File: config.mk
export PLATFORM = sky130hd
export DESIGN_NAME = eirq_latch
export DESIGN_NICKNAME = d
export VERILOG_FILES = /design/src/core/eirq_pkg.sv /design/src/core/eirq_edge.sv /design/src/core/eirq_latch.sv
export SDC_FILE = /design/constraint.sdc
export NUM_CORES = 1
export LEC_CHECK = 0
export ABC_AREA = 0
export BUFFER_PORTS_ARGS = -buffer_cell sky130_fd_sc_hd__buf_2
export CELL_PAD_IN_SITES_DETAIL_PLACEMENT = 0
export CELL_PAD_IN_SITES_GLOBAL_PLACEMENT = 1
export CORE_MARGIN = 4
export CORE_UTILIZATION = 28
export DETAILED_ROUTE_END_ITERATION = 6
export MAX_ROUTING_LAYER = met4
export PLACE_DENSITY = 0.85
export SYNTH_ARGS = -nofsm -noshare
export SYNTH_HDL_FRONTEND = slang
export SYNTH_SLANG_ARGS = --single-unit
File: constraint.sdc
create_clock -name hclk -period 3.51 [get_ports hclk]
set_input_delay 0.351 -clock hclk [delete_from_list [all_inputs] [get_ports hclk]]
set_output_delay 0.351 -clock hclk [all_outputs]
set_load 0.02 [all_outputs]
File: src/core/eirq_pkg.sv
// Package for the external interrupt request latch block.
// Assumes a single AHB-Lite slave on a 25 MHz bus clock.
package eirq_pkg;
    // Register byte offsets
    localparam logic [7:0] EIRQ_CTRL_OFS = 8'h00;   // irq_status_control_reg
    localparam logic [7:0] EIRQ_STAT_OFS = 8'h04;   // sticky event status
    localparam logic [7:0] EIRQ_MASK_OFS = 8'h08;   // event mask
    // Control register fields
    localparam int CTRL_MODE_POS  = 0;
    localparam int CTRL_MASK_POS  = 1;
    localparam int CTRL_ACK_POS   = 2;
    localparam int CTRL_REQ_POS   = 3;
    localparam int CTRL_PIN_POS   = 4;
    // Status and mask fields
    localparam int EV_EDGE_POS    = 0;
    localparam int EV_ACK_POS     = 1;
    localparam int EV_W           = 2;
    // Reset values
    localparam logic [EV_W-1:0] EV_RESET = 2'h0;
    localparam logic            MODE_RESET = 1'b0;
    localparam logic            MASK_RESET = 1'b0;
    localparam logic [31:0]     RDATA_RESET = 32'h0000_0000;
    // AHB encodings
    localparam logic [1:0] HTRANS_NONSEQ = 2'h2;
    localparam logic [2:0] HSIZE_WORD    = 3'h2;
endpackage : eirq_pkg

File: src/core/eirq_edge.sv
// Falling edge detector for the active-low request pin.
// Assumes the pin is already synchronous to clk.
`timescale 1ns/100ps
module eirq_edge (
    input  wire logic clk,
    input  wire logic rst_n,
    input  wire logic pin_n,
    output logic      pin_q,
    output logic      fall
);
    logic prev_reg;

    // Reset as low so a pin held low through reset gives no false edge
    always_ff @(posedge clk or negedge rst_n) begin
        if (!rst_n) begin
            prev_reg <= 1'b0;
        end else begin
            prev_reg <= pin_n;
        end
    end

    assign pin_q = prev_reg;
    assign fall  = prev_reg & ~pin_n;
endmodule : eirq_edge

File: src/core/eirq_latch.sv
// External interrupt request latch with AHB-Lite register access.
// Assumes irq_pin_n synchronous to hclk; vec_fetch is a one-cycle core pulse.
`timescale 1ns/100ps
module eirq_latch
    import eirq_pkg::*;
(
    input  wire logic        hclk,
    input  wire logic        hresetn,
    input  wire logic        hsel,
    input  wire logic [31:0] haddr,
    input  wire logic [1:0]  htrans,
    input  wire logic        hwrite,
    input  wire logic [2:0]  hsize,
    input  wire logic [31:0] hwdata,
    input  wire logic        hready,
    output logic [31:0]      hrdata,
    output logic             hreadyout,
    output logic             hresp,
    input  wire logic        irq_pin_n,
    input  wire logic        vec_fetch,
    input  wire logic        interrupt_mask_flag,
    output logic             vec_req,
    output logic             pin_level,
    output logic             irq
);
    logic              latch_reg;
    logic              mode_reg;
    logic              mask_reg;
    logic [EV_W-1:0]   stat_reg;
    logic [EV_W-1:0]   evmask_reg;
    logic              wr_pend_reg;
    logic [7:0]        wr_addr_reg;
    logic [31:0]       hrdata_reg;
    logic              vec_req_reg;
    logic              pin_level_reg;
    logic              irq_reg;
    logic              latch_next;
    logic [EV_W-1:0]   stat_next;
    logic              pin_q;
    logic              fall;
    logic              addr_ok;
    logic              rd_go;
    logic              wr_ctrl;
    logic              wr_stat;
    logic              wr_mask;
    logic              sw_ack;
    logic              ack;
    logic              level_hold;
    logic [31:0]       rd_mux;
    logic [EV_W-1:0]   ev_now;
    logic              acked_reg;
    logic              acked_next;
    logic              clr_ok;
    logic              rd_ctrl;

    eirq_edge u_edge (
        .clk   (hclk),
        .rst_n (hresetn),
        .pin_n (irq_pin_n),
        .pin_q (pin_q),
        .fall  (fall)
    );

    function automatic logic is_off(input logic [7:0] a, input logic [7:0] ofs);
        is_off = (a == ofs);
    endfunction : is_off

    // Address phase decode; writes land in the following data phase
    assign addr_ok = hsel & hready & (htrans == HTRANS_NONSEQ);
    assign rd_go   = addr_ok & ~hwrite;
    assign wr_ctrl = wr_pend_reg & is_off(wr_addr_reg, EIRQ_CTRL_OFS);
    assign wr_stat = wr_pend_reg & is_off(wr_addr_reg, EIRQ_STAT_OFS);
    assign wr_mask = wr_pend_reg & is_off(wr_addr_reg, EIRQ_MASK_OFS);

    assign sw_ack = wr_ctrl & hwdata[CTRL_ACK_POS];
    assign ack    = sw_ack | vec_fetch;

    // Level mode holds the request while the pin is low
    assign level_hold = mode_reg & ~irq_pin_n;
    // Edge wins over a same-cycle acknowledge so no edge is lost
    assign clr_ok     = mode_reg ? ((ack | acked_reg) & irq_pin_n) : ack;
    assign latch_next = fall | level_hold | (latch_reg & ~clr_ok);
    // Remembers an ack taken while the pin was still low
    assign acked_next = mode_reg & latch_next & ~fall & (ack | acked_reg);
    assign rd_ctrl    = rd_go & is_off(haddr[7:0], EIRQ_CTRL_OFS);

    assign ev_now    = {ack, fall};
    assign stat_next = (stat_reg & ~(wr_stat ? hwdata[EV_W-1:0] : EV_RESET)) | ev_now;

    // Ack bit is not stored, so it reads as zero
    assign rd_mux = is_off(haddr[7:0], EIRQ_CTRL_OFS) ?
                        {27'h0000000, irq_pin_n, latch_reg, 1'b0, mask_reg, mode_reg} :
                    is_off(haddr[7:0], EIRQ_STAT_OFS) ? {30'h00000000, stat_reg} :
                    is_off(haddr[7:0], EIRQ_MASK_OFS) ? {30'h00000000, evmask_reg} :
                    RDATA_RESET;

    always_ff @(posedge hclk or negedge hresetn) begin
        if (!hresetn) begin
            latch_reg <= 1'b0;
            mode_reg  <= MODE_RESET;
            acked_reg <= 1'b0;
        end else begin
            latch_reg <= latch_next;
            acked_reg <= acked_next;
            if (wr_ctrl) begin
                mode_reg <= hwdata[CTRL_MODE_POS];
            end
        end
    end

    always_ff @(posedge hclk or negedge hresetn) begin
        if (!hresetn) begin
            mask_reg   <= MASK_RESET;
            stat_reg   <= EV_RESET;
            evmask_reg <= EV_RESET;
        end else begin
            stat_reg <= stat_next;
            if (wr_ctrl) begin
                mask_reg <= hwdata[CTRL_MASK_POS];
            end
            if (wr_mask) begin
                evmask_reg <= hwdata[EV_W-1:0];
            end
        end
    end

    always_ff @(posedge hclk or negedge hresetn) begin
        if (!hresetn) begin
            wr_pend_reg <= 1'b0;
            wr_addr_reg <= 8'h00;
            hrdata_reg  <= RDATA_RESET;
        end else begin
            wr_pend_reg <= addr_ok & hwrite;
            if (addr_ok) begin
                wr_addr_reg <= haddr[7:0];
            end
            if (rd_go) begin
                hrdata_reg <= rd_mux;
            end
        end
    end

    // Outputs registered: one cycle of latency traded for clean timing
    always_ff @(posedge hclk or negedge hresetn) begin
        if (!hresetn) begin
            vec_req_reg   <= 1'b0;
            pin_level_reg <= 1'b1;
            irq_reg       <= 1'b0;
        end else begin
            vec_req_reg   <= latch_next & ~mask_reg & ~interrupt_mask_flag;
            pin_level_reg <= irq_pin_n;
            irq_reg       <= |(stat_next & evmask_reg);
        end
    end

    assign hrdata    = hrdata_reg;
    assign hreadyout = 1'b1;
    assign hresp     = 1'b0;
    assign vec_req   = vec_req_reg;
    assign pin_level = pin_level_reg;
    assign irq       = irq_reg;

    property p_fall_sets;
        @(posedge hclk) disable iff (!hresetn)
        fall |=> latch_reg;
    endproperty
    a_fall_sets: assert property (p_fall_sets) else $error("edge did not set latch");

    property p_ack_clears;
        @(posedge hclk) disable iff (!hresetn)
        (ack && !fall && !level_hold) |=> !latch_reg;
    endproperty
    a_ack_clears: assert property (p_ack_clears) else $error("ack did not clear latch");

    property p_level_holds;
        @(posedge hclk) disable iff (!hresetn)
        (mode_reg && !irq_pin_n && !wr_ctrl) |=> latch_reg;
    endproperty
    a_level_holds: assert property (p_level_holds) else $error("level mode dropped");

    property p_edge_mode;
        @(posedge hclk) disable iff (!hresetn)
        (!mode_reg && !fall && !ack) |=> (latch_reg == $past(latch_reg));
    endproperty
    a_edge_mode: assert property (p_edge_mode) else $error("edge mode latch moved");

    property p_mask_blocks;
        @(posedge hclk) disable iff (!hresetn)
        (mask_reg || interrupt_mask_flag) |=> !vec_req;
    endproperty
    a_mask_blocks: assert property (p_mask_blocks) else $error("masked request seen");

    property p_present;
        @(posedge hclk) disable iff (!hresetn)
        (latch_next && !mask_reg && !interrupt_mask_flag) |=> vec_req;
    endproperty
    a_present: assert property (p_present) else $error("request not presented");

    property p_pin_level;
        @(posedge hclk) disable iff (!hresetn)
        1'b1 |=> (pin_level == $past(irq_pin_n));
    endproperty
    a_pin_level: assert property (p_pin_level) else $error("pin level stale");

    property p_ack_reads_zero;
        @(posedge hclk) disable iff (!hresetn)
        (rd_go && is_off(haddr[7:0], EIRQ_CTRL_OFS)) |=> !hrdata[CTRL_ACK_POS];
    endproperty
    a_ack_reads_zero: assert property (p_ack_reads_zero) else $error("ack bit read one");

    property p_sw_ack;
        @(posedge hclk) disable iff (!hresetn)
        (sw_ack && !fall && !level_hold) ##1 (!fall && !level_hold) [*2] |-> !latch_reg;
    endproperty
    a_sw_ack: assert property (p_sw_ack) else $error("software ack failed");

    property p_prev_tracks;
        @(posedge hclk) disable iff (!hresetn)
        1'b1 |=> (pin_q == $past(irq_pin_n));
    endproperty
    a_prev_tracks: assert property (p_prev_tracks) else $error("edge history stale");

    property p_fall_shape;
        @(posedge hclk) disable iff (!hresetn)
        fall |-> ($past(irq_pin_n) && !irq_pin_n);
    endproperty
    a_fall_shape: assert property (p_fall_shape) else $error("edge without fall");

    property p_set_cause;
        @(posedge hclk) disable iff (!hresetn)
        $rose(latch_reg) |-> $past(fall || level_hold);
    endproperty
    a_set_cause: assert property (p_set_cause) else $error("latch set unprompted");

    property p_clear_cause;
        @(posedge hclk) disable iff (!hresetn)
        $fell(latch_reg) |-> $past(clr_ok);
    endproperty
    a_clear_cause: assert property (p_clear_cause) else $error("latch cleared early");

    property p_mask_keeps;
        @(posedge hclk) disable iff (!hresetn)
        (mask_reg && latch_reg && !clr_ok) |=> latch_reg;
    endproperty
    a_mask_keeps: assert property (p_mask_keeps) else $error("mask dropped latch");

    property p_req_needs_latch;
        @(posedge hclk) disable iff (!hresetn)
        vec_req |-> latch_reg;
    endproperty
    a_req_needs_latch: assert property (p_req_needs_latch) else $error("request w/o latch");

    property p_level_ack_low;
        @(posedge hclk) disable iff (!hresetn)
        (mode_reg && latch_reg && !irq_pin_n && ack) |=> latch_reg;
    endproperty
    a_level_ack_low: assert property (p_level_ack_low) else $error("dropped while low");

    property p_level_wait_ack;
        @(posedge hclk) disable iff (!hresetn)
        (mode_reg && latch_reg && irq_pin_n && !ack && !acked_reg) |=> latch_reg;
    endproperty
    a_level_wait_ack: assert property (p_level_wait_ack) else $error("dropped w/o ack");

    property p_level_drop;
        @(posedge hclk) disable iff (!hresetn)
        (mode_reg && irq_pin_n && acked_reg) |=> !latch_reg;
    endproperty
    a_level_drop: assert property (p_level_drop) else $error("level request stuck");

    property p_acked_mode0;
        @(posedge hclk) disable iff (!hresetn)
        !mode_reg |=> !acked_reg;
    endproperty
    a_acked_mode0: assert property (p_acked_mode0) else $error("ack memory in edge mode");

    property p_rd_mode;
        @(posedge hclk) disable iff (!hresetn)
        rd_ctrl |=> (hrdata[CTRL_MODE_POS] == $past(mode_reg));
    endproperty
    a_rd_mode: assert property (p_rd_mode) else $error("mode read wrong");

    property p_rd_mask;
        @(posedge hclk) disable iff (!hresetn)
        rd_ctrl |=> (hrdata[CTRL_MASK_POS] == $past(mask_reg));
    endproperty
    a_rd_mask: assert property (p_rd_mask) else $error("mask read wrong");

    property p_rd_latch;
        @(posedge hclk) disable iff (!hresetn)
        rd_ctrl |=> (hrdata[CTRL_REQ_POS] == $past(latch_reg));
    endproperty
    a_rd_latch: assert property (p_rd_latch) else $error("latch read wrong");

    property p_rd_pin;
        @(posedge hclk) disable iff (!hresetn)
        rd_ctrl |=> (hrdata[CTRL_PIN_POS] == $past(irq_pin_n));
    endproperty
    a_rd_pin: assert property (p_rd_pin) else $error("pin read wrong");

    property p_stat_edge;
        @(posedge hclk) disable iff (!hresetn)
        fall |=> stat_reg[EV_EDGE_POS];
    endproperty
    a_stat_edge: assert property (p_stat_edge) else $error("edge status missed");

    property p_stat_ack;
        @(posedge hclk) disable iff (!hresetn)
        ack |=> stat_reg[EV_ACK_POS];
    endproperty
    a_stat_ack: assert property (p_stat_ack) else $error("ack status missed");

    property p_unmask;
        @(posedge hclk) disable iff (!hresetn)
        ($fell(mask_reg) && latch_reg && !clr_ok && !interrupt_mask_flag) |=> vec_req;
    endproperty
    a_unmask: assert property (p_unmask) else $error("unmask lost request");

    property p_global_release;
        @(posedge hclk) disable iff (!hresetn)
        ($fell(interrupt_mask_flag) && !mask_reg && latch_reg && !clr_ok) |=> vec_req;
    endproperty
    a_global_release: assert property (p_global_release) else $error("global unmask lost");

    property p_fetch_mode0;
        @(posedge hclk) disable iff (!hresetn)
        (vec_fetch && !mode_reg && !fall) |=> !latch_reg;
    endproperty
    a_fetch_mode0: assert property (p_fetch_mode0) else $error("fetch did not clear");

    property p_swack_mode0;
        @(posedge hclk) disable iff (!hresetn)
        (sw_ack && !mode_reg && !fall) |=> !latch_reg;
    endproperty
    a_swack_mode0: assert property (p_swack_mode0) else $error("write ack did not clear");

    property p_no_spont;
        @(posedge hclk) disable iff (!hresetn)
        (!fall && !level_hold && !latch_reg) |=> !latch_reg;
    endproperty
    a_no_spont: assert property (p_no_spont) else $error("latch set by itself");

    property p_mode_write;
        @(posedge hclk) disable iff (!hresetn)
        wr_ctrl |=> (mode_reg == $past(hwdata[CTRL_MODE_POS]));
    endproperty
    a_mode_write: assert property (p_mode_write) else $error("mode write lost");
endmodule : eirq_latch

==> flow_summary.ini, run 1 <==
[run_status]
status = finished clean

[place]
post-place-ws_ns = 1.526
dp_hpwl_um = 2012
port_buffers = 27
gp_congestion = 0.7540
dpl.cell_count = 200

[timing]
hold_viol = 0
skew_ns = 0.005249
tightest_slew_ns = 0.5575
setup_violations = 0
setup-tns-final_ns = 0
max_freq_mhz = 502.4
post-route-min-period_ns = 1.990
setup_slack_ns = 1.520
slew_headroom_pct = 62.84
period_share_pct = 56.71
rsz0062_at_grt = false
finalMaxSlewViolations = 0
fin_hold_ws_ns = 0.05612

[logic_synthesis]
synth_flop_cell = dfrtp_1
syn-cell-area_mm2 = 0.001323
yosysTopAreaCell = dfrtp_1
async_reset_ff_share_pct = 100.0
yosys-top-cells-area = dfrtp_1, buf_4, mux2_2, nand2_1, nor2_1
ys_seq_elements = 25
yosysSeqAreaShare_pct = 47.40
syn-instance-count = 125
synth.avg_cell_area_um2 = 10.58
synth-edff-count = 0
yosys_warnings = 0
synth.most_common_cell = buf_4
yosysTopAreaCellShare_pct = 45.41
synth_common_cells = buf_4, dfrtp_1, mux2_2, nand2_1, nor2_1
synth.distinct_cells = 30

[hold_path]
hold_path.class = in -> async

[floorplan]
io_pins = 114
start_util_pct = 29.56
die_w_um = 76.73
dieArea_mm2 = 0.005887
coreArea_mm2 = 0.004474
fp-row-count = 24
die_h_um = 76.73

[critical_path]
crit_end = acked_reg
worstPathRequired_ns = 3.69
r2r_start = wr_addr_reg[5]
r2r_cells = 3
cp-start-kind = flop
reg2reg_slack_ns = 1.52
worstReg2RegEnd = acked_reg
worst-setup-path-type = reg -> reg
arrival_ns = 2.17
end_kind = flop
crit_start = wr_addr_reg[5]
cp_max_fo = 6

[grt]
grt_use_total_pct = 8.444
antenna_found_initial = 0
grt_max_degree = 26
grt_pass1_vias = 845
grt_overflow_total = 0
grt_pass1_wl_um = 3933

[detailed_routing]
avgViaCountPerCell = 4.284
wire_per_inst_um = 12.23
drc = 0
finalWirelength_um = 2494
num_vias = 874
drt_iter0_drc = 41
dr.pass1.iters = 3
ant_nets = 0

[clock_network]
cts_max_level = 1
cts_hold_buffers = 0
cts_buffers = 3
insertion_delay_ns = 0.27
cts_setup_buffers = 0
clkTransAtPathRegs_ns = 0.09
numClockSinks = 25
cts_tree = built
cts_root_buf = clkbuf_8
cts_buffer_depth = 2
ctsResizeCount = 0

[cells_and_area]
area_growth_pct = 8.799
multi_input_area_um2 = 544.3
stdcell_count = 204
num_antenna_cells = 0
ff_latch_area_um2 = 626.9
final_util_pct = 32.16
fin_nets = 230
largest_reg_flops = 8
fillers = 467
layout-drive-gt1-share_pct = 28.95

[power]
peakVddDrop_mv = 0.1197
p_leak_nw = 0.6872
p_per_area_mw_per_mm2 = 422.6

[run]
maxCapViolations = 0
==> layout make-up <==
type	count	share of cell area [%]
Clock buffer	4	3.130
Inverter	6	1.565
Multi-Input combinational cell	90	37.83
Sequential cell	25	43.57
Tap cell	52	4.522
Timing Repair Buffer	27	9.391
==> per-stage QoR <==
stage	power (W)	area, um^2
floorplan	0.0004338	1428
global placement	0.0004393	1394
detailed placement	0.0004425	1394
CTS	0.0006126	1439
global route	0.0006356	1439
finish	0.0006080	1439
==> cells in the final DEF, fill, tap and decap left out, types with 2 or more instances in the layout <==
cell,synthesis,layout
nor2_1,8,8
nand2_1,9,9
nor4_1,2,2
clkbuf_8,0,3
inv_1,6,6
nor2b_1,2,2
mux2i_1,2,2
buf_2,1,27
o21ai_0,5,5
conb_1,2,30
a21oi_1,2,2
dfrtp_1,24,24
nand3_1,3,3
nor3_1,2,2
mux2_2,12,12
==> power by group <==
part           total, W  switching (W)  internal, W
logic          0.000101      0.0000639    0.0000370
registers      0.000336      0.0000195     0.000316
clock network  0.000172      0.0000903    0.0000813
==> layer usage <==
metal / GRT usage (%) / vias to the layer above / routed length, um
li1: - / 418 / -
met1: 10.98 / 420 / 1082
met2: 12.80 / 32 / 1198
met3: 1.522 / 4 / 174
met4: 3.804 / 0 / 38
met5: - / - / 0
==> worst max-delay path, stage by stage (launching register included) <==
cell and delay [ns]:
dfrtp_1 0.38, or4_1 0.65, o41a_1 0.51, a2111oi_4 0.36
==> cell families after synthesis <==
| group | Yosys count | synth area share, % |
|---|---|---|
| buf+inv | 38 | 19.39 |
| simple gates | 32 | 12.30 |
| flops | 25 | 47.40 |
| compound gates | 14 | 8.610 |
| mux | 14 | 11.73 |
| other cells | 2 | 0.5679 |
==> how the worst min path moves through the flow <==
stage	from	end	slack [ns]	cells past startpoint
floorplan	hresetn	acked_reg	0.06	0
global placement	hresetn	vec_req	0.36	1
detailed placement	hresetn	vec_req	0.37	1
CTS	hresetn	vec_req	0.07	1
global route	hresetn	vec_req	0.11	1
finish	hresetn	vec_req	0.06	1
(Power assumes the default switching activity.)
==> run 2, diff against run 1 <==
--- a/config.mk
+++ b/config.mk
@@ -10,10 +10,10 @@
 export CELL_PAD_IN_SITES_DETAIL_PLACEMENT = 0
 export CELL_PAD_IN_SITES_GLOBAL_PLACEMENT = 1
 export CORE_MARGIN = 4
-export CORE_UTILIZATION = 28
+export CORE_UTILIZATION = 23
 export DETAILED_ROUTE_END_ITERATION = 6
 export MAX_ROUTING_LAYER = met4
-export PLACE_DENSITY = 0.85
+export PLACE_DENSITY = 0.75
 export SYNTH_ARGS = -nofsm -noshare
 export SYNTH_HDL_FRONTEND = slang
 export SYNTH_SLANG_ARGS = --single-unit
==> constraint.sdc (replaced) <==
create_clock -name hclk -period 1.64 [get_ports hclk]
set_input_delay 0.164 -clock hclk [delete_from_list [all_inputs] [get_ports hclk]]
set_output_delay 0.164 -clock hclk [all_outputs]
set_load 0.02 [all_outputs]
==> run 2 against run 1 <==
  * The run now ends with setup timing left
  * Worst setup slack got worse by 1.7 ns
  * Hold slack improved by 0.0054 ns
  * Sequential power rose by 110%
  * Wire length rose by 5.5%
  * Total power rose by 120%
  * Global-route usage fell by 0.53 points
  * Register-to-register slack got worse by 1.7 ns
  * Final cell count rose by 13%
  * Die area rose by 19%
  * Critical path type unchanged
  * Critical endpoint unchanged
==> flow_summary.ini, run 2 (same netlist as run 1, synthesis figures left out) <==
[grt]
grt_max_degree = 26
antenna_found_initial = 0
grt_overflow_total = 0
grt_pass1_vias = 929
grt_pass1_wl_um = 4388
grt_use_total_pct = 7.910

[cells_and_area]
layout-drive-gt1-share_pct = 34.59
area_growth_pct = 17.69
final_common_cell = conb_1
mostFrequentLayoutCells = conb_1, buf_2, dfrtp_1
fin_nets = 237
num_antenna_cells = 0
final_util_pct = 28.09
fillers = 594
stdcell_count = 231
largest_reg_flops = 8

[detailed_routing]
wire_per_inst_um = 11.39
drt_iter0_drc = 32
drc = 0
ant_nets = 0
finalWirelength_um = 2630
avgViaCountPerCell = 3.896
num_vias = 900
dr.pass1.iters = 4

[floorplan]
fp-row-count = 27
die_h_um = 83.83
dieArea_mm2 = 0.007027
coreArea_mm2 = 0.005540
die_w_um = 83.83
start_util_pct = 23.87
io_pins = 114

[clock_network]
cts_tree = built
cts_setup_buffers = 0
numClockSinks = 25
cts_max_level = 1
cts_buffers = 3
cts_root_buf = clkbuf_8
cts_buffer_depth = 2
clkTransAtPathRegs_ns = 0.08
insertion_delay_ns = 0.26

[timing]
setup_violations = 8
skew_ns = 0.001207
post-route-min-period_ns = 1.837
rsz0062_at_grt = true
fin_hold_ws_ns = 0.06150
hold_viol = 0
max_freq_mhz = 544.5
finalMaxSlewViolations = 0
period_share_pct = 112.0
setup_slack_ns = -0.1967
slew_headroom_pct = 63.05
tightest_slew_ns = 0.5543

[place]
dp_hpwl_um = 2118
dpl.cell_count = 226
port_buffers = 27
post-place-ws_ns = -0.2460
gp_congestion = 0.8213

[critical_path]
slowest_stage = or4_4
cp_max_fo = 3
r2r_start = wr_addr_reg[6]
crit_start = wr_addr_reg[6]
arrival_ns = 2.00
end_kind = flop
cp-start-kind = flop
crit_chain = or4_4 > o41a_1 > a2111oi_4
worst-setup-path-type = reg -> reg
slowest_delay_ns = 0.55
worstPathRequired_ns = 1.80

[run]
maxCapViolations = 0

[power]
p_leak_nw = 0.7339
peakVddDrop_mv = 0.3321
p_per_area_mw_per_mm2 = 861.5

[run_status]
status = complete, but fails checks
violations = setup timing

[hold_path]
hold_path.class = in -> reg
holdCritStartpoint = interrupt_mask_flag
==> run 2: power breakdown <==
part / internal [W] / switching (W) / total, W
Clock: 0.000173 / 0.000180 / 0.000354
Combinational: 0.000113 / 0.000153 / 0.000266
Sequential: 0.000676 / 0.0000449 / 0.000721
==> run 2: final timing paths <==
path | endpoint | slack [ns] | cells after the start
max | acked_reg | -0.20 | 3
min | vec_req | 0.06 | 2
max reg2reg | acked_reg | -0.20 | 3
min reg2reg | hrdata[4] | 0.48 | 2
max in group asynchronous | pin_level | 0.85 | 2
min in group asynchronous | vec_req | 0.42 | 2
==> run 2: per-stage QoR <==
stage / TNS, ns / total power (W) / instance area [um^2]
after floorplan: -1.102 / 0.0009342 / 1434
after global placement: -1.542 / 0.0009733 / 1464
after detailed placement: -1.766 / 0.0009806 / 1464
after CTS: -1.170 / 0.001351 / 1534
after global routing: -1.620 / 0.001421 / 1556
final: -0.9701 / 0.001341 / 1556
==> run 2: final cells by class <==
cell class / instances / area [um^2] / share of cell area, %
clock buffers: 4 / 45.04 / 2.894
inverters: 6 / 22.52 / 1.447
multi-input cells: 90 / 581.8 / 37.38
flip-flops and latches: 25 / 626.9 / 40.27
well taps: 72 / 90.09 / 5.788
repair buffers: 34 / 190.2 / 12.22
==> run 2: per-layer routing <==
| layer | wire length (um) | track usage [%] | part of all wire [%] |
|---|---|---|---|
| met5 | 0 | - | 0 |
| met4 | 52 | 3.947 | 2.0 |
| met3 | 186 | 1.185 | 7.1 |
| met2 | 1286 | 12.22 | 49 |
| met1 | 1105 | 10.07 | 42 |
==> run 2: critical path, delay by kind of cell, from the launching register on <==
kind            cells  cell delay, ns
compound gates      2            0.80
flops               1            0.38
simple gates        1            0.55
==> run 2: what timing repair did <==
action / in CTS / in global routing
hold endpoints to repair: 24 / 0
resized for setup: 3 / 5
cloned: 0 / 0
setup endpoints to repair: 9 / 10
hold buffers: 1 / 0
pin swaps: 2 / 1
